`src/iacc_pkg.sv`:
```
// Package: register map, field positions, reset values and types of the two-wire bus control block
package iacc_pkg;

  // Register byte offsets
  localparam logic [7:0] OFS_OWN_ADDR = 8'h00;
  localparam logic [7:0] OFS_CTRL1 = 8'h04;
  localparam logic [7:0] OFS_CTRL2 = 8'h08;
  localparam logic [7:0] OFS_STATUS = 8'h0c;
  localparam logic [7:0] OFS_DATA = 8'h10;

  // own_slave_address fields
  localparam int SA_MSB = 7;
  localparam int SA_LSB = 1;
  localparam int FFS_BIT = 0;

  // transfer_control_1 fields
  localparam int BC_LSB = 5;
  localparam int ACK_BIT = 4;
  localparam int SCK_LSB = 0;

  // transfer_control_2 fields in the upper four bits (also the status layout for all eight)
  localparam int MST_BIT = 7;
  localparam int TRX_BIT = 6;
  localparam int BB_BIT = 5;
  localparam int PIN_BIT = 4;
  localparam int AL_BIT = 3;
  localparam int AAS_BIT = 2;
  localparam int AD0_BIT = 1;
  localparam int LRB_BIT = 0;

  // Reset values
  localparam logic [7:0] OWN_ADDR_RST = 8'h00;
  localparam logic [7:0] CTRL1_RST = 8'h00;
  localparam logic PIN_RST = 1'b1;

  // Serial clock half period at select 0, in system clocks; doubles per select step
  localparam logic [15:0] SCL_HALF_BASE = 16'h0010;

  // Unit length in bits when the bit count field reads zero
  localparam logic [3:0] FULL_UNIT = 4'h8;

  typedef struct packed {
    logic write;
    logic [7:0] ofs;
  } iacc_aphase_t;

  typedef enum logic [1:0] {
    ST_IDLE = 2'b00,
    ST_DATA = 2'b01,
    ST_ACK = 2'b10,
    ST_HOLD = 2'b11
  } iacc_state_t;

  // Bits in one data unit for a given bit count field
  function automatic logic [3:0] unit_bits(input logic [2:0] bc);
    unit_bits = (bc == 3'h0) ? FULL_UNIT : {1'b0, bc};
  endfunction

endpackage

```
`src/iacc_scl_gen.sv`:
```
// Master serial clock generator with multi-master clock synchronisation
`timescale 1ns/1ps
module iacc_scl_gen #(
  parameter int CNT_W = 16
) (
  // Clock and reset
  input wire logic hclk,
  input wire logic hresetn,
  // Control
  input wire logic en,
  input wire logic [CNT_W-1:0] half_cnt,
  // Synchronised bus clock level
  input wire logic scl_line,
  // Released (high) or pulling low
  output logic scl_high
);

  logic [CNT_W-1:0] cnt;
  logic line_q;

  if (CNT_W < 12)
  begin : g_width_check
    $error("iacc_scl_gen: counter too narrow for the slowest clock select");
  end

  always_ff @(posedge hclk or negedge hresetn)
  begin
    if (!hresetn)
      line_q <= 1'b1;
    else
      line_q <= scl_line;
  end

  always_ff @(posedge hclk or negedge hresetn)
  begin
    if (!hresetn)
    begin
      scl_high <= 1'b1;
      cnt <= '0;
    end
    else if (!en)
    begin
      scl_high <= 1'b1;
      cnt <= '0;
    end
    else if (scl_high)
    begin
      if (line_q && !scl_line)
      begin
        // Another master pulled the line low first
        scl_high <= 1'b0;
        cnt <= '0;
      end
      else if (!scl_line)
        cnt <= '0;
      else if (cnt >= half_cnt - 1'b1)
      begin
        scl_high <= 1'b0;
        cnt <= '0;
      end
      else
        cnt <= cnt + 1'b1;
    end
    else if (cnt >= half_cnt - 1'b1)
    begin
      scl_high <= 1'b1;
      cnt <= '0;
    end
    else
      cnt <= cnt + 1'b1;
  end

endmodule // iacc_scl_gen

```
`src/iacc_i2c_ctrl.sv`:
```
// Two-wire bus controller: own address, acknowledge clock, bit count, clock select, roles, AHB-Lite registers
`timescale 1ns/1ps
module iacc_i2c_ctrl #(
  parameter int CNT_W = 16
) (
  // Clock and reset
  input wire logic hclk,
  input wire logic hresetn,
  // AHB-Lite slave
  input wire logic hsel,
  input wire logic [31:0] haddr,
  input wire logic [1:0] htrans,
  input wire logic hwrite,
  input wire logic [2:0] hsize,
  input wire logic [31:0] hwdata,
  input wire logic hready,
  output logic hreadyout,
  output logic hresp,
  output logic [31:0] hrdata,
  // Serial clock pin, open drain
  input wire logic scl_i,
  output logic scl_o,
  output logic scl_oen,
  // Serial data pin, open drain
  input wire logic sda_i,
  output logic sda_o,
  output logic sda_oen
);

  iacc_pkg::iacc_aphase_t aph;
  iacc_pkg::iacc_state_t state;
  logic aph_valid;
  logic [7:0] own_addr;
  logic [2:0] bc;
  logic ack_mode;
  logic [2:0] sck;
  logic master_select, transmit_direction, bb, pin, al, aas, ad0, lrb;
  logic [7:0] tx_sh, rx_sh;
  logic [3:0] cnt;
  logic last_seen, addr_phase;
  logic scl_m, scl_s, scl_q, sda_m, sda_s, sda_q;
  logic scl_rise, scl_fall, start_det, stop_det;
  logic addr_sel, wr_en, rd_data, wr_data, wr_ctrl2, pin_set;
  logic eff_trx, receiving, addr_match, gen_call, slave_addr_phase, drop_unit, unit_done;
  logic gen_high;
  logic [CNT_W-1:0] half_cnt;

  if (CNT_W < 12)
  begin : g_width_check
    $error("iacc_i2c_ctrl: counter too narrow for the slowest clock select");
  end

  // Pin synchronisers; only the second stage and its delayed copy are read
  always_ff @(posedge hclk or negedge hresetn)
  begin
    if (!hresetn)
    begin
      scl_m <= 1'b1;
      scl_s <= 1'b1;
      scl_q <= 1'b1;
      sda_m <= 1'b1;
      sda_s <= 1'b1;
      sda_q <= 1'b1;
    end
    else
    begin
      scl_m <= scl_i;
      scl_s <= scl_m;
      scl_q <= scl_s;
      sda_m <= sda_i;
      sda_s <= sda_m;
      sda_q <= sda_s;
    end
  end

  assign scl_rise = scl_s && !scl_q;
  assign scl_fall = !scl_s && scl_q;
  assign start_det = scl_s && scl_q && sda_q && !sda_s;
  assign stop_det = scl_s && scl_q && !sda_q && sda_s;

  // AHB-Lite: zero wait states, always OKAY
  assign hreadyout = 1'b1;
  assign hresp = 1'b0;
  assign addr_sel = hsel && htrans[1] && hready;
  assign wr_en = aph_valid && aph.write;
  assign rd_data = addr_sel && !hwrite && (haddr[7:0] == iacc_pkg::OFS_DATA);
  assign wr_data = wr_en && (aph.ofs == iacc_pkg::OFS_DATA);
  assign wr_ctrl2 = wr_en && (aph.ofs == iacc_pkg::OFS_CTRL2);
  // Any buffer access, or a one written to the pending bit, releases the hold
  assign pin_set = rd_data || wr_data || (wr_ctrl2 && hwdata[iacc_pkg::PIN_BIT]);

  always_ff @(posedge hclk or negedge hresetn)
  begin
    if (!hresetn)
    begin
      aph_valid <= 1'b0;
      aph <= '0;
    end
    else
    begin
      aph_valid <= addr_sel;
      if (addr_sel)
        aph <= '{write: hwrite, ofs: haddr[7:0]};
    end
  end

  // Read data is captured in the address phase so it comes from a flop
  always_ff @(posedge hclk or negedge hresetn)
  begin
    if (!hresetn)
      hrdata <= 32'h0000_0000;
    else if (addr_sel && !hwrite)
    begin
      if (haddr[7:0] == iacc_pkg::OFS_OWN_ADDR)
        hrdata <= {24'h000000, own_addr};
      else if (haddr[7:0] == iacc_pkg::OFS_CTRL1)
        hrdata <= {24'h000000, bc, ack_mode, 1'b0, sck};
      else if (haddr[7:0] == iacc_pkg::OFS_CTRL2)
        hrdata <= {24'h000000, master_select, eff_trx, bb, pin, 4'h0};
      else if (haddr[7:0] == iacc_pkg::OFS_STATUS)
        hrdata <= {24'h000000, master_select, eff_trx, bb, pin, al, aas, ad0, lrb};
      else if (haddr[7:0] == iacc_pkg::OFS_DATA)
        hrdata <= {24'h000000, rx_sh};
      else
        hrdata <= 32'h0000_0000;
    end
  end

  // Own address register
  always_ff @(posedge hclk or negedge hresetn)
  begin
    if (!hresetn)
      own_addr <= iacc_pkg::OWN_ADDR_RST;
    else if (wr_en && aph.ofs == iacc_pkg::OFS_OWN_ADDR)
      own_addr <= hwdata[7:0];
  end

  // Control 1: bit count, acknowledge mode, clock select
  always_ff @(posedge hclk or negedge hresetn)
  begin
    if (!hresetn)
    begin
      bc <= iacc_pkg::CTRL1_RST[iacc_pkg::BC_LSB +: 3];
      ack_mode <= iacc_pkg::CTRL1_RST[iacc_pkg::ACK_BIT];
      sck <= iacc_pkg::CTRL1_RST[iacc_pkg::SCK_LSB +: 3];
    end
    else
    begin
      if (wr_en && aph.ofs == iacc_pkg::OFS_CTRL1)
      begin
        bc <= hwdata[iacc_pkg::BC_LSB +: 3];
        ack_mode <= hwdata[iacc_pkg::ACK_BIT];
        sck <= hwdata[iacc_pkg::SCK_LSB +: 3];
      end
      // A start on the bus clears the bit count, overriding a same-cycle write of it
      if (start_det)
        bc <= 3'h0;
    end
  end

  // Direction and address decoding
  assign eff_trx = own_addr[iacc_pkg::FFS_BIT] ? master_select : transmit_direction;
  assign slave_addr_phase = addr_phase && !master_select && !own_addr[iacc_pkg::FFS_BIT];
  assign receiving = slave_addr_phase || !eff_trx;
  assign gen_call = (rx_sh == 8'h00);
  assign addr_match = (rx_sh[7:1] == own_addr[iacc_pkg::SA_MSB:iacc_pkg::SA_LSB]) || gen_call;
  assign drop_unit = slave_addr_phase && !addr_match;
  assign unit_done = scl_fall && ((state == iacc_pkg::ST_ACK) || (state == iacc_pkg::ST_DATA && last_seen && !ack_mode));

  // Transfer sequencer
  always_ff @(posedge hclk or negedge hresetn)
  begin
    if (!hresetn)
    begin
      state <= iacc_pkg::ST_IDLE;
      cnt <= 4'h0;
      last_seen <= 1'b0;
      addr_phase <= 1'b0;
    end
    else if (stop_det)
    begin
      state <= iacc_pkg::ST_IDLE;
      addr_phase <= 1'b0;
    end
    else if (start_det)
    begin
      state <= iacc_pkg::ST_DATA;
      cnt <= 4'h0;
      last_seen <= 1'b0;
      addr_phase <= 1'b1;
    end
    else
    begin
      case (state)
        iacc_pkg::ST_IDLE:
        begin
          if (master_select && pin_set)
          begin
            state <= iacc_pkg::ST_DATA;
            cnt <= 4'h0;
            last_seen <= 1'b0;
          end
        end
        iacc_pkg::ST_DATA:
        begin
          if (scl_rise)
          begin
            cnt <= cnt + 4'h1;
            if (cnt + 4'h1 == iacc_pkg::unit_bits(bc))
              last_seen <= 1'b1;
          end
          else if (scl_fall && last_seen)
          begin
            if (drop_unit)
              state <= iacc_pkg::ST_IDLE;
            else if (ack_mode)
              state <= iacc_pkg::ST_ACK;
            else
              state <= iacc_pkg::ST_HOLD;
          end
        end
        iacc_pkg::ST_ACK:
        begin
          if (scl_fall)
            state <= iacc_pkg::ST_HOLD;
        end
        iacc_pkg::ST_HOLD:
        begin
          if (pin)
          begin
            state <= iacc_pkg::ST_DATA;
            cnt <= 4'h0;
            last_seen <= 1'b0;
            addr_phase <= 1'b0;
          end
        end
        default:
          state <= iacc_pkg::ST_IDLE;
      endcase
    end
  end

  // Shift registers: transmit moves on falling clock, receive samples on rising
  always_ff @(posedge hclk or negedge hresetn)
  begin
    if (!hresetn)
    begin
      tx_sh <= 8'h00;
      rx_sh <= 8'h00;
    end
    else
    begin
      if (wr_data)
        tx_sh <= hwdata[7:0];
      // The first fall only opens the low period of the first bit, so the MSB stays put
      else if (state == iacc_pkg::ST_DATA && scl_fall && !last_seen && cnt != 4'h0)
        tx_sh <= {tx_sh[6:0], 1'b1};
      if (state == iacc_pkg::ST_DATA && scl_rise)
        rx_sh <= {rx_sh[6:0], sda_s};
    end
  end

  // Last received bit, including the acknowledge slot
  always_ff @(posedge hclk or negedge hresetn)
  begin
    if (!hresetn)
      lrb <= 1'b0;
    else if ((state == iacc_pkg::ST_DATA || state == iacc_pkg::ST_ACK) && scl_rise)
      lrb <= sda_s;
  end

  // Role and direction
  always_ff @(posedge hclk or negedge hresetn)
  begin
    if (!hresetn)
    begin
      master_select <= 1'b0;
      transmit_direction <= 1'b0;
    end
    else if (stop_det || (al_event()))
    begin
      master_select <= 1'b0;
      transmit_direction <= 1'b0;
    end
    else if (wr_ctrl2)
    begin
      master_select <= hwdata[iacc_pkg::MST_BIT];
      transmit_direction <= hwdata[iacc_pkg::TRX_BIT];
    end
    else if (state == iacc_pkg::ST_DATA && scl_fall && last_seen && slave_addr_phase && addr_match)
      transmit_direction <= rx_sh[0];
    else if (state == iacc_pkg::ST_ACK && scl_fall && addr_phase && master_select && !lrb)
      transmit_direction <= !rx_sh[0];
  end

  // Arbitration is lost when a released one reads back low at the rising clock
  function automatic logic al_event();
    al_event = master_select && eff_trx && !addr_phase_slave_drv() && state == iacc_pkg::ST_DATA && scl_rise && tx_sh[7] && !sda_s;
  endfunction

  function automatic logic addr_phase_slave_drv();
    addr_phase_slave_drv = 1'b0;
  endfunction

  // Status flags; hardware set wins over a same-cycle clear
  always_ff @(posedge hclk or negedge hresetn)
  begin
    if (!hresetn)
    begin
      bb <= 1'b0;
      al <= 1'b0;
      aas <= 1'b0;
      ad0 <= 1'b0;
    end
    else
    begin
      if (start_det)
        bb <= 1'b1;
      else if (stop_det)
        bb <= 1'b0;
      if (wr_data || rd_data || wr_ctrl2)
        al <= 1'b0;
      if (al_event())
        al <= 1'b1;
      if (wr_data || rd_data)
        aas <= 1'b0;
      if (state == iacc_pkg::ST_DATA && scl_fall && last_seen && !master_select)
      begin
        if (slave_addr_phase && addr_match)
          aas <= 1'b1;
        else if (addr_phase && own_addr[iacc_pkg::FFS_BIT])
          aas <= 1'b1;
      end
      if (start_det || stop_det)
        ad0 <= 1'b0;
      else if (state == iacc_pkg::ST_DATA && scl_fall && last_seen && slave_addr_phase && gen_call)
        ad0 <= 1'b1;
    end
  end

  // Pending bit: cleared at unit end, set by buffer access or a written one
  always_ff @(posedge hclk or negedge hresetn)
  begin
    if (!hresetn)
      pin <= iacc_pkg::PIN_RST;
    else if (unit_done)
      pin <= 1'b0;
    else if (pin_set)
      pin <= 1'b1;
  end

  assign half_cnt = CNT_W'(iacc_pkg::SCL_HALF_BASE) << sck;

  iacc_scl_gen #(
    .CNT_W(CNT_W)
  ) u_scl_gen (
    .hclk(hclk),
    .hresetn(hresetn),
    .en(master_select && pin && (state == iacc_pkg::ST_DATA || state == iacc_pkg::ST_ACK)),
    .half_cnt(half_cnt),
    .scl_line(scl_s),
    .scl_high(gen_high)
  );

  // Open-drain outputs: enable low means pulling the line low
  assign scl_o = 1'b0;
  assign sda_o = 1'b0;

  always_ff @(posedge hclk or negedge hresetn)
  begin
    if (!hresetn)
      scl_oen <= 1'b1;
    else
      scl_oen <= pin && gen_high;
  end

  always_ff @(posedge hclk or negedge hresetn)
  begin
    if (!hresetn)
      sda_oen <= 1'b1;
    else if (state == iacc_pkg::ST_ACK)
      sda_oen <= !(receiving && !drop_unit);
    else if ((state == iacc_pkg::ST_DATA || state == iacc_pkg::ST_HOLD) && !receiving)
      sda_oen <= tx_sh[7];
    else
      sda_oen <= 1'b1;
  end

endmodule // iacc_i2c_ctrl

```
`config.mk`:
```
export PLATFORM = sky130hd
export DESIGN_NAME = iacc_i2c_ctrl
export DESIGN_NICKNAME = d
export VERILOG_FILES = /design/src/iacc_pkg.sv /design/src/iacc_scl_gen.sv /design/src/iacc_i2c_ctrl.sv
export SDC_FILE = /design/constraint.sdc
export NUM_CORES = 1
export LEC_CHECK = 0
export ABC_CLOCK_PERIOD_IN_PS = 6300
export BUFFER_PORTS_ARGS = -buffer_cell sky130_fd_sc_hd__buf_2
export CAP_MARGIN = 25
export CORE_AREA = 8 8 127 105
export CTS_BUF_LIST = sky130_fd_sc_hd__clkbuf_16
export DETAILED_ROUTE_END_ITERATION = 6
export DIE_AREA = 0 0 135 113
export GPL_TIMING_DRIVEN = 0
export PLACE_DENSITY = 0.78
export SYNTH_ARGS = -nofsm -noshare
export SYNTH_HDL_FRONTEND = slang
export SYNTH_SLANG_ARGS = --single-unit
```
`constraint.sdc`:
```
create_clock -name hclk -period 6.3 [get_ports hclk]
set_input_delay 0.315 -clock hclk [delete_from_list [all_inputs] [get_ports hclk]]
set_output_delay 0.315 -clock hclk [all_outputs]
set_load 0.02 [all_outputs]
```
==> results of run 1 <==
## cells by family (layout without fill, tap and decap cells)
family                   after synthesis  after routing  synth area share (%)
AND/OR/NAND/NOR                      169            169                  17.7
other                                  2             31                 0.152
XOR/XNOR                              26             26                  4.60
flip-flops                            90             90                  45.7
adder cells (fa/ha/maj)               17             17                  4.29
AO/OA/AOI/OAI                         76             76                  10.2
multiplexers                          49             49                  10.6
buffers and inverters                 56            105                  6.72
## cells in the mapped netlist (9+ instances only)
library cell  number  area [sq um]
a21oi_1           26           130
buf_4             28           210
clkbuf_1          11          41.3
dfrtp_1           80          2000
dfstp_2           10           263
ha_1              17           213
inv_1             13          48.8
mux2_2            29           327
mux2i_1           20           200
nand2_1           33           124
nand3_1           16          80.1
nand4_1            9          56.3
nor2_1            62           233
o21ai_0           15          75.1
xnor2_1           19           166
## metal layers
metal  track usage (%)  routed length [um]  part of all wire, %
met5                 0                   0                    0
met4              3.77                 103                 0.91
met3              4.25                 768                  6.8
met2              24.0                5260                   46
met1              20.5                5190                   46
## layout make-up
class	count	area, sq um
plain buffers	43	284
clock buffers	9	225
clock inverters	7	68.8
fillers	1034	5560
inverters	13	48.8
multi-input cells	368	2460
flip-flops and latches	90	2260
well taps	148	185
repair buffers	33	195
## critical path: cells and delay by family (launching register included)
kind | cells | cell delay (ns)
fa+ha+maj | 1 | 0.29
buf+inv | 2 | 0.67
flops | 1 | 0.32
compound gates | 4 | 0.78
simple gates | 3 | 0.56
## power by group through the flow
stage          Sequential, uW  Combinational [uW]  Clock, uW
4_1_cts                   794                 456        547
3_3_place_gp              796                 434          0
2_1_floorplan             781                 342          0
6_report                  795                 455        535
3_5_place_dp              803                 453          0
5_1_grt                   811                 510        569
## final timing paths
| check | slack, ns | cells past startpoint | from | end |
|---|---|---|---|---|
| worst max-delay path | 3.61 | 10 | sck[2] | u_scl_gen.cnt[7] |
| worst min-delay path | 0.07 | 1 | scl_i | scl_m |
| worst max register to register | 3.61 | 10 | sck[2] | u_scl_gen.cnt[7] |
| worst min register to register | 0.36 | 0 | scl_m | scl_s |
| max in group asynchronous | 5.19 | 3 | hresetn | tx_sh[4] |
| min in group asynchronous | 0.49 | 2 | hresetn | addr_phase |
## sequential cells by signal (all words and copies together), names as in the netlist, 4 cells and up
register	flops
u_scl_gen.cnt	16
aph	9
hrdata	8
own_addr	8
rx_sh	8
tx_sh	8
cnt	4
## metrics by stage
stage / cell area [sq um] / hold slack, ns
2_1_floorplan: 5060 / 0.0194
3_3_place_gp: 5400 / 0.346
3_5_place_dp: 5430 / 0.342
4_1_cts: 5740 / 0.0541
5_1_grt: 5740 / 0.0542
6_report: 5740 / 0.0651
## placed cells by master (no fill, tap or decap), types with 11 or more instances in the layout
cell      count
dfrtp_1      80
nor2_1       62
nand2_1      33
buf_2        32
conb_1       31
mux2_2       29
buf_4        29
a21oi_1      26
mux2i_1      20
xnor2_1      19
ha_1         17
nand3_1      16
inv_1        15
o21ai_0      15
clkbuf_1     11
## what timing repair did
item                                    in CTS  in global routing
buffers inserted                             0                  0
resized for setup                            0                  0
endpoints found under the setup margin       0                  0
endpoints found under the hold margin       30                  0
hold buffers                                 1                  0
==> results.json, run 1 <==
{
  "maxCapViolations": 0,
  "crit_path_cell_trace": "clkbuf_1, nand3_1, ha_1, o21ai_0, a21boi_0, o21a_1, o32ai_2, nand2_1, clkbuf_1, nor2_1",
  "area_delta_synth_final_pct": 15.8,
  "avgSynthCellArea_sq_um": 10.2,
  "min_period_ns": 2.69,
  "p_switching_uw": 586,
  "cts_buffer_depth": 2,
  "skew_ns": 0.0102,
  "start_kind": "register",
  "num_antenna_cells": 0,
  "peakVddDrop_mv": 0.144,
  "nets": 651,
  "syn_inst": 485,
  "max_freq_mhz": 372,
  "num_io_pins": 114,
  "postRouteAntennaNets": 0,
  "die_y_um": 113,
  "cp.required_ns": 6.58,
  "clock-root-buffer": "clkbuf_16",
  "dp.cells": 694,
  "gp_congestion": 0.940,
  "finalMaxSlewViolations": 0,
  "cts_buffers": 9,
  "slowest_delay_ns": 0.37,
  "routed_via_density": 5.28,
  "rsz0062_at_grt": "false",
  "synth_area_sq_um": 4950,
  "drive_gt1_share_pct": 23.1,
  "drc": 0,
  "grt_pass1_wl_um": 18900,
  "combPwrFrac_pct": 25.5,
  "clock_latency_ns": 0.35,
  "setup_viol": 0,
  "grt_max_degree": 51,
  "seq_area_frac_synth_pct": 45.7,
  "fin_crit_sh_pct": 42.7,
  "cp-end-kind": "register",
  "switching_share_pct": 32.8,
  "status": "completed",
  "dr.pass1.iters": 4,
  "rows": 35,
  "cp_max_fo": 10,
  "worstSetupPathType": "register to register",
  "ys_ff_latch": 90,
  "die_w_um": 135,
  "dieArea_sq_um": 15300,
  "ys_types": 61,
  "setup_tns_ns": 0,
  "total_power_uw": 1790,
  "relSlewSlack_pct": 59.9,
  "p_per_area_nw_per_um2": 311,
  "ys_warn_count": 0,
  "worstMarginPinSlew_ns": 0.600,
  "initial_core_util_pct": 43.8,
  "clk_pin_slew_ns": 0.07,
  "antenna_found_initial": 0,
  "async_reset_ff_share_pct": 100,
  "grt_pass1_vias": 3841,
  "cts_tree": "done",
  "utilization_pct": 50.8,
  "crit_path_top_delay_cell": "clkbuf_1",
  "crit_arrival_ns": 2.97,
  "cts_htree_levels": 3,
  "final-instance-count-excl-fill": 711,
  "vias": 3756,
  "io_buffers": 31,
  "p_clk_share_pct": 29.9,
  "coreArea_sq_um": 11300,
  "p_seq_share_pct": 44.5,
  "synth-main-ff-cell": "dfrtp_1",
  "dp_slack_ns": 3.69,
  "min_path_type": "input pin to register",
  "finalHoldViolCount": 0,
  "synth_edf_count": 0,
  "wl_per_cell_um": 15.9,
  "clock-sinks": 90,
  "crit_top_cell": "clkbuf_1",
  "dpl.hpwl_um": 8570,
  "setup_slack_ns": 3.61,
  "drtIter0Drc": 283,
  "grt_usage_pct": 15.3,
  "route.final.wire_length_um": 11300,
  "internal-power_uw": 1200,
  "cellLeakagePower_uw": 0.00258,
  "grt-ovfl-total": 0
}
Note: power is estimated with default switching activity, not from simulation.
==> run 2: changes to the inputs <==
--- a/config.mk
+++ b/config.mk
@@ -5,7 +5,7 @@
 export SDC_FILE = /design/constraint.sdc
 export NUM_CORES = 1
 export LEC_CHECK = 0
-export ABC_CLOCK_PERIOD_IN_PS = 6300
+export ABC_CLOCK_PERIOD_IN_PS = 2600
 export BUFFER_PORTS_ARGS = -buffer_cell sky130_fd_sc_hd__buf_2
 export CAP_MARGIN = 25
 export CORE_AREA = 8 8 127 105
==> constraint.sdc (replaced) <==
create_clock -name hclk -period 2.6 [get_ports hclk]
set_input_delay 0.13 -clock hclk [delete_from_list [all_inputs] [get_ports hclk]]
set_output_delay 0.13 -clock hclk [all_outputs]
set_load 0.02 [all_outputs]
==> results.json, run 2 (synthesis results as in run 1) <==
{
  "fin_crit_sh_pct": 90.9,
  "clock-root-buffer": "clkbuf_16",
  "p_clk_share_pct": 29.9,
  "num_antenna_cells": 0,
  "dr.pass1.iters": 4,
  "cts_setup_buffers": 0,
  "rows": 35,
  "route.final.wire_length_um": 11300,
  "area_delta_synth_final_pct": 16.2,
  "io_buffers": 31,
  "switching_share_pct": 32.8,
  "wl_per_cell_um": 15.9,
  "finalHoldViolCount": 0,
  "p_switching_uw": 1420,
  "drive_gt1_share_pct": 23.6,
  "grt-ovfl-total": 0,
  "largest_reg_flops": 16,
  "nets": 652,
  "combPwrFrac_pct": 25.5,
  "cp_max_fo": 10,
  "final_common_cell": "dfrtp_1",
  "drtIter0Drc": 333,
  "coreArea_sq_um": 11300,
  "grt_max_degree": 51,
  "min_path_type": "input pin to register",
  "num-fill-cells": 1032,
  "worstMarginPinSlew_ns": 0.588,
  "grt_pass1_wl_um": 18900,
  "worstSetupPathType": "register to register",
  "setup_slack_ns": 0.238,
  "finish.instance_area_sq_um": 5760,
  "clock-sinks": 90,
  "cp-end-kind": "register",
  "crit_arrival_ns": 2.64,
  "dpl.hpwl_um": 8570,
  "die_w_um": 135,
  "clk_pin_slew_ns": 0.07,
  "cts_tree": "done",
  "num_io_pins": 114,
  "ff2ff_path_depth": 9,
  "postRouteAntennaNets": 0,
  "top_register": "u_scl_gen.cnt",
  "dieArea_sq_um": 15300,
  "p_per_area_nw_per_um2": 752,
  "place_area_sq_um": 5430,
  "cp.required_ns": 2.88,
  "dp_slack_ns": -0.0108,
  "start_kind": "register",
  "relSlewSlack_pct": 60.6,
  "utilization_pct": 51.0,
  "cts_buffer_depth": 2,
  "final_cell_mix": "dfrtp_1, nor2_1, nand2_1",
  "antenna_found_initial": 0,
  "internal-power_uw": 2910,
  "min_period_ns": 2.36,
  "maxCapViolations": 0,
  "finalMaxSlewViolations": 0,
  "rsz0062_at_grt": "false",
  "cellLeakagePower_uw": 0.00259,
  "grt_usage_pct": 15.3,
  "peakVddDrop_mv": 0.348,
  "clock_latency_ns": 0.35,
  "gp_congestion": 0.940,
  "setup_viol": 0,
  "crit_path_cell_trace": "nand3_1, ha_1, o21ai_0, a21boi_0, o21a_1, o32ai_2, nand2_1, clkbuf_2, nor2_1",
  "crit_path_top_delay_cell": "dfrtp_1",
  "grt_pass1_vias": 3841,
  "max_freq_mhz": 423,
  "drc": 0,
  "die_y_um": 113,
  "hold_depth": 2,
  "slowest_delay_ns": 0.48,
  "status": "completed",
  "reg_top3": "u_scl_gen.cnt: 16 flops, aph: 9 flops",
  "cts_buffers": 9,
  "p_seq_share_pct": 44.6,
  "routed_via_density": 5.28,
  "vias": 3756,
  "initial_core_util_pct": 43.8,
  "cts_htree_levels": 3,
  "skew_ns": 0.0118
}
## run 2: changes by cell type in the layout (fill, tap and decap cells not counted), sizes merged
| cell | change |
|---|---|
| dlygate4sd3 | +2 |
| clkbuf | -1 |
## run 2: critical path, delay by kind of cell (launching register included)
| kind | cells | cell delay [ns] |
|---|---|---|
| buffers and inverters | 1 | 0.27 |
| adders and majority gates | 1 | 0.29 |
| and+or+nand+nor | 3 | 0.49 |
| AOI/OAI and AO/OA | 4 | 0.77 |
| DFF | 1 | 0.48 |
## run 2: cell type report
cell class / instances / area [sq um] / area share [%]
Multi-Input combinational cell: 368 / 2460 / 42.8
Clock buffer: 9 / 225 / 3.91
Buffer: 42 / 282 / 4.89
Clock inverter: 7 / 68.8 / 1.20
Timing Repair Buffer: 35 / 215 / 3.74
Inverter: 13 / 48.8 / 0.848
Sequential cell: 90 / 2270 / 39.4
Tap cell: 148 / 185 / 3.22
## run 2: worst paths after layout
check,from,endpoint,slack (ns)
worst max register to register,sck[0],u_scl_gen.cnt[7],0.24
min in group asynchronous,hresetn,addr_phase,0.31
max in group asynchronous,hresetn,sck[2],1.66
worst min-delay path,haddr[0],aph[0],0.03
worst max-delay path,sck[0],u_scl_gen.cnt[7],0.24
worst min register to register,scl_m,scl_s,0.36
## run 2: through the flow
step                      total power (uW)  instances  hold WS (ns)  TNS [ns]
after floorplan                       2720        514        -0.166         0
after global placement                2980        693         0.235         0
after detailed placement              3040        694         0.157   -0.0124
after CTS                             4350        712        0.0238         0
after global routing                  4580        712        0.0357         0
final                                 4330        712        0.0309         0
## run 2: repair_timing
action | in CTS | in global routing
gates resized for setup | 0 | 4
hold buffers | 3 | 0
endpoints found under the hold margin | 32 | 0
endpoints found under the setup margin | 10 | 10
## run 2: per-layer routing
metal | wire [um] | vias up | track usage [%] | part of all wire (%)
li1 | - | 1792 | - | -
met1 | 5240 | 1865 | 20.6 | 46
met2 | 5230 | 88 | 24.0 | 46
met3 | 756 | 11 | 4.25 | 6.7
met4 | 98 | 0 | 3.77 | 0.87
met5 | 0 | - | 0 | 0
## run 2: power groups by stage
stage / clock (uW) / combinational [uW] / sequential (uW)
2_1_floorplan: 0 / 829 / 1890
3_3_place_gp: 0 / 1050 / 1930
3_5_place_dp: 0 / 1100 / 1950
4_1_cts: 1320 / 1100 / 1930
5_1_grt: 1380 / 1230 / 1970
6_report: 1290 / 1100 / 1930
==> run 3: changes to the inputs <==
--- a/config.mk
+++ b/config.mk
@@ -5,7 +5,7 @@
 export SDC_FILE = /design/constraint.sdc
 export NUM_CORES = 1
 export LEC_CHECK = 0
-export ABC_CLOCK_PERIOD_IN_PS = 2600
+export ABC_CLOCK_PERIOD_IN_PS = 2700
 export BUFFER_PORTS_ARGS = -buffer_cell sky130_fd_sc_hd__buf_2
 export CAP_MARGIN = 25
 export CORE_AREA = 8 8 127 105
==> constraint.sdc (replaced) <==
create_clock -name hclk -period 2.7 [get_ports hclk]
set_input_delay 0.135 -clock hclk [delete_from_list [all_inputs] [get_ports hclk]]
set_output_delay 0.135 -clock hclk [all_outputs]
set_load 0.02 [all_outputs]
==> results.json, run 3 (synthesis results as in run 1) <==
{
  "coreArea_sq_um": 11300,
  "dieArea_sq_um": 15300,
  "grt-ovfl-total": 0,
  "cts_htree_levels": 3,
  "clock-root-buffer": "clkbuf_16",
  "cp_max_fo": 10,
  "multi_input_area_sq_um": 2460,
  "reg2reg_to": "u_scl_gen.cnt[7]",
  "num_antenna_cells": 0,
  "min_to": "aph[0]",
  "holdCritStartpoint": "haddr[0]",
  "num_io_pins": 114,
  "io_buffers": 31,
  "initial_core_util_pct": 43.8,
  "grt_max_degree": 51,
  "die_w_um": 135,
  "antenna_found_initial": 0,
  "rows": 35,
  "cts_buffers": 9,
  "combPwrFrac_pct": 25.5,
  "crit_arrival_ns": 2.68,
  "cellLeakagePower_uw": 0.00259,
  "ff2ff_path_depth": 9,
  "clock_latency_ns": 0.35,
  "dp.cells": 694,
  "busiest_layer": "met2",
  "die_y_um": 113,
  "clk_pin_slew_ns": 0.07,
  "peakVddDrop_mv": 0.335,
  "p_per_area_nw_per_um2": 724,
  "dr.pass1.iters": 5,
  "reg_top3": "u_scl_gen.cnt: 16 flops, aph: 9 flops",
  "finalMaxSlewViolations": 0,
  "gr-usage-met3_pct": 4.25,
  "switching_share_pct": 32.8,
  "route.final.wire_length_um": 11400,
  "largest_reg_flops": 16,
  "num-fill-cells": 1032,
  "min_path_type": "input pin to register",
  "cts_setup_buffers": 0,
  "cp.required_ns": 2.98,
  "cts_buffer_depth": 2,
  "seqCellArea_sq_um": 2270,
  "drtIter0Drc": 284,
  "final-instance-count-excl-fill": 712,
  "max_freq_mhz": 416,
  "internal-power_uw": 2800,
  "dp_slack_ns": 0.0892,
  "hold_slack_ns": 0.0356,
  "p_clk_share_pct": 29.9,
  "dpl.hpwl_um": 8570,
  "skew_ns": 0.0119,
  "final_common_cell": "dfrtp_1",
  "cts_tree": "done",
  "relSlewSlack_pct": 59.8,
  "postRouteAntennaNets": 0,
  "maxCapViolations": 0,
  "routed_via_density": 5.29,
  "grt_use_met1_pct": 20.5,
  "grt_pass1_vias": 3841,
  "p_switching_uw": 1370,
  "nets": 652,
  "worstMarginPinSlew_ns": 0.601,
  "r2r_setup_slack_ns": 0.30,
  "top_register": "u_scl_gen.cnt",
  "status": "completed",
  "rsz0062_at_grt": "false",
  "setup_viol": 0,
  "use_met2_pct": 24.0,
  "area_delta_synth_final_pct": 16.2,
  "drive_gt1_share_pct": 23.4,
  "gp_congestion": 0.940,
  "vias": 3768,
  "start_kind": "register",
  "drc": 0,
  "fin_crit_sh_pct": 89.0,
  "hold_depth": 2,
  "clock-sinks": 90,
  "grt_usage_pct": 15.3,
  "r2r_start": "sck[1]",
  "cp-end-kind": "register",
  "finalHoldViolCount": 0,
  "worstSetupPathType": "register to register",
  "grt_pass1_wl_um": 18900,
  "p_seq_share_pct": 44.6,
  "setup_slack_ns": 0.297,
  "final_cell_mix": "dfrtp_1, nor2_1, nand2_1",
  "wl_per_cell_um": 15.9,
  "min_period_ns": 2.40,
  "setup_tns_ns": 0
}
==> run 3: cell counts in the layout (fill, tap and decap cells not counted) <==
No cell type changed its count.
==> run 3: worst max-delay path: stages, from the launching register on <==
cell      delay, ns
dfrtp_1        0.51
nand3_1        0.12
ha_1           0.29
o21ai_0        0.19
a21boi_0       0.14
o21a_1         0.21
o32ai_2        0.22
nand2_1        0.23
clkbuf_2       0.27
nor2_1         0.15
==> run 3: layer usage <==
| metal | part of all wire (%) | up-vias |
|---|---|---|
| li1 | - | 1795 |
| met1 | 46 | 1848 |
| met2 | 45 | 109 |
| met3 | 7.1 | 16 |
| met4 | 1.2 | 0 |
| met5 | 0 | - |
==> run 3: worst max path at each step <==
stage | cells past startpoint | slack (ns) | from | endpoint
global placement | 9 | 0.20 | sck[2] | u_scl_gen.cnt[14]
floorplan | 9 | 0.65 | sck[2] | u_scl_gen.cnt[10]
CTS | 10 | 0.06 | sck[2] | u_scl_gen.cnt[7]
detailed placement | 9 | 0.09 | sck[2] | u_scl_gen.cnt[10]
finish | 9 | 0.30 | sck[1] | u_scl_gen.cnt[7]
global route | 9 | 0.07 | sck[1] | u_scl_gen.cnt[12]
==> run 3: power by group through the flow <==
| stage | sequential, uW | clock [uW] | combinational, uW |
|---|---|---|---|
| floorplan | 1820 | 0 | 798 |
| global placement | 1860 | 0 | 1010 |
| detailed placement | 1870 | 0 | 1060 |
| CTS | 1850 | 1280 | 1070 |
| global route | 1900 | 1330 | 1190 |
| finish | 1860 | 1250 | 1060 |
==> run 3: cell type report <==
cell class | instances | share of cell area [%]
multi-input combinational | 368 | 42.8
sequential | 90 | 39.4
buffer | 42 | 4.89
clock buffer | 9 | 3.91
timing repair buffer | 35 | 3.74
tap | 148 | 3.22
clock inverter | 7 | 1.20
inverter | 13 | 0.848
==> run 3: repair_timing <==
action / in CTS / in global routing
setup endpoints to repair: 0 / 10
hold buffers: 3 / 0
gates resized for setup: 0 / 3
endpoints found under the hold margin: 32 / 0
==> run 3: stage by stage <==
stage	area [sq um]	total power, uW	utilization, %
2_1_floorplan	5060	2620	-
3_3_place_gp	5400	2870	47.8
3_5_place_dp	5430	2930	48.1
4_1_cts	5760	4190	51.0
5_1_grt	5760	4410	50.9
6_report	5760	4170	50.9
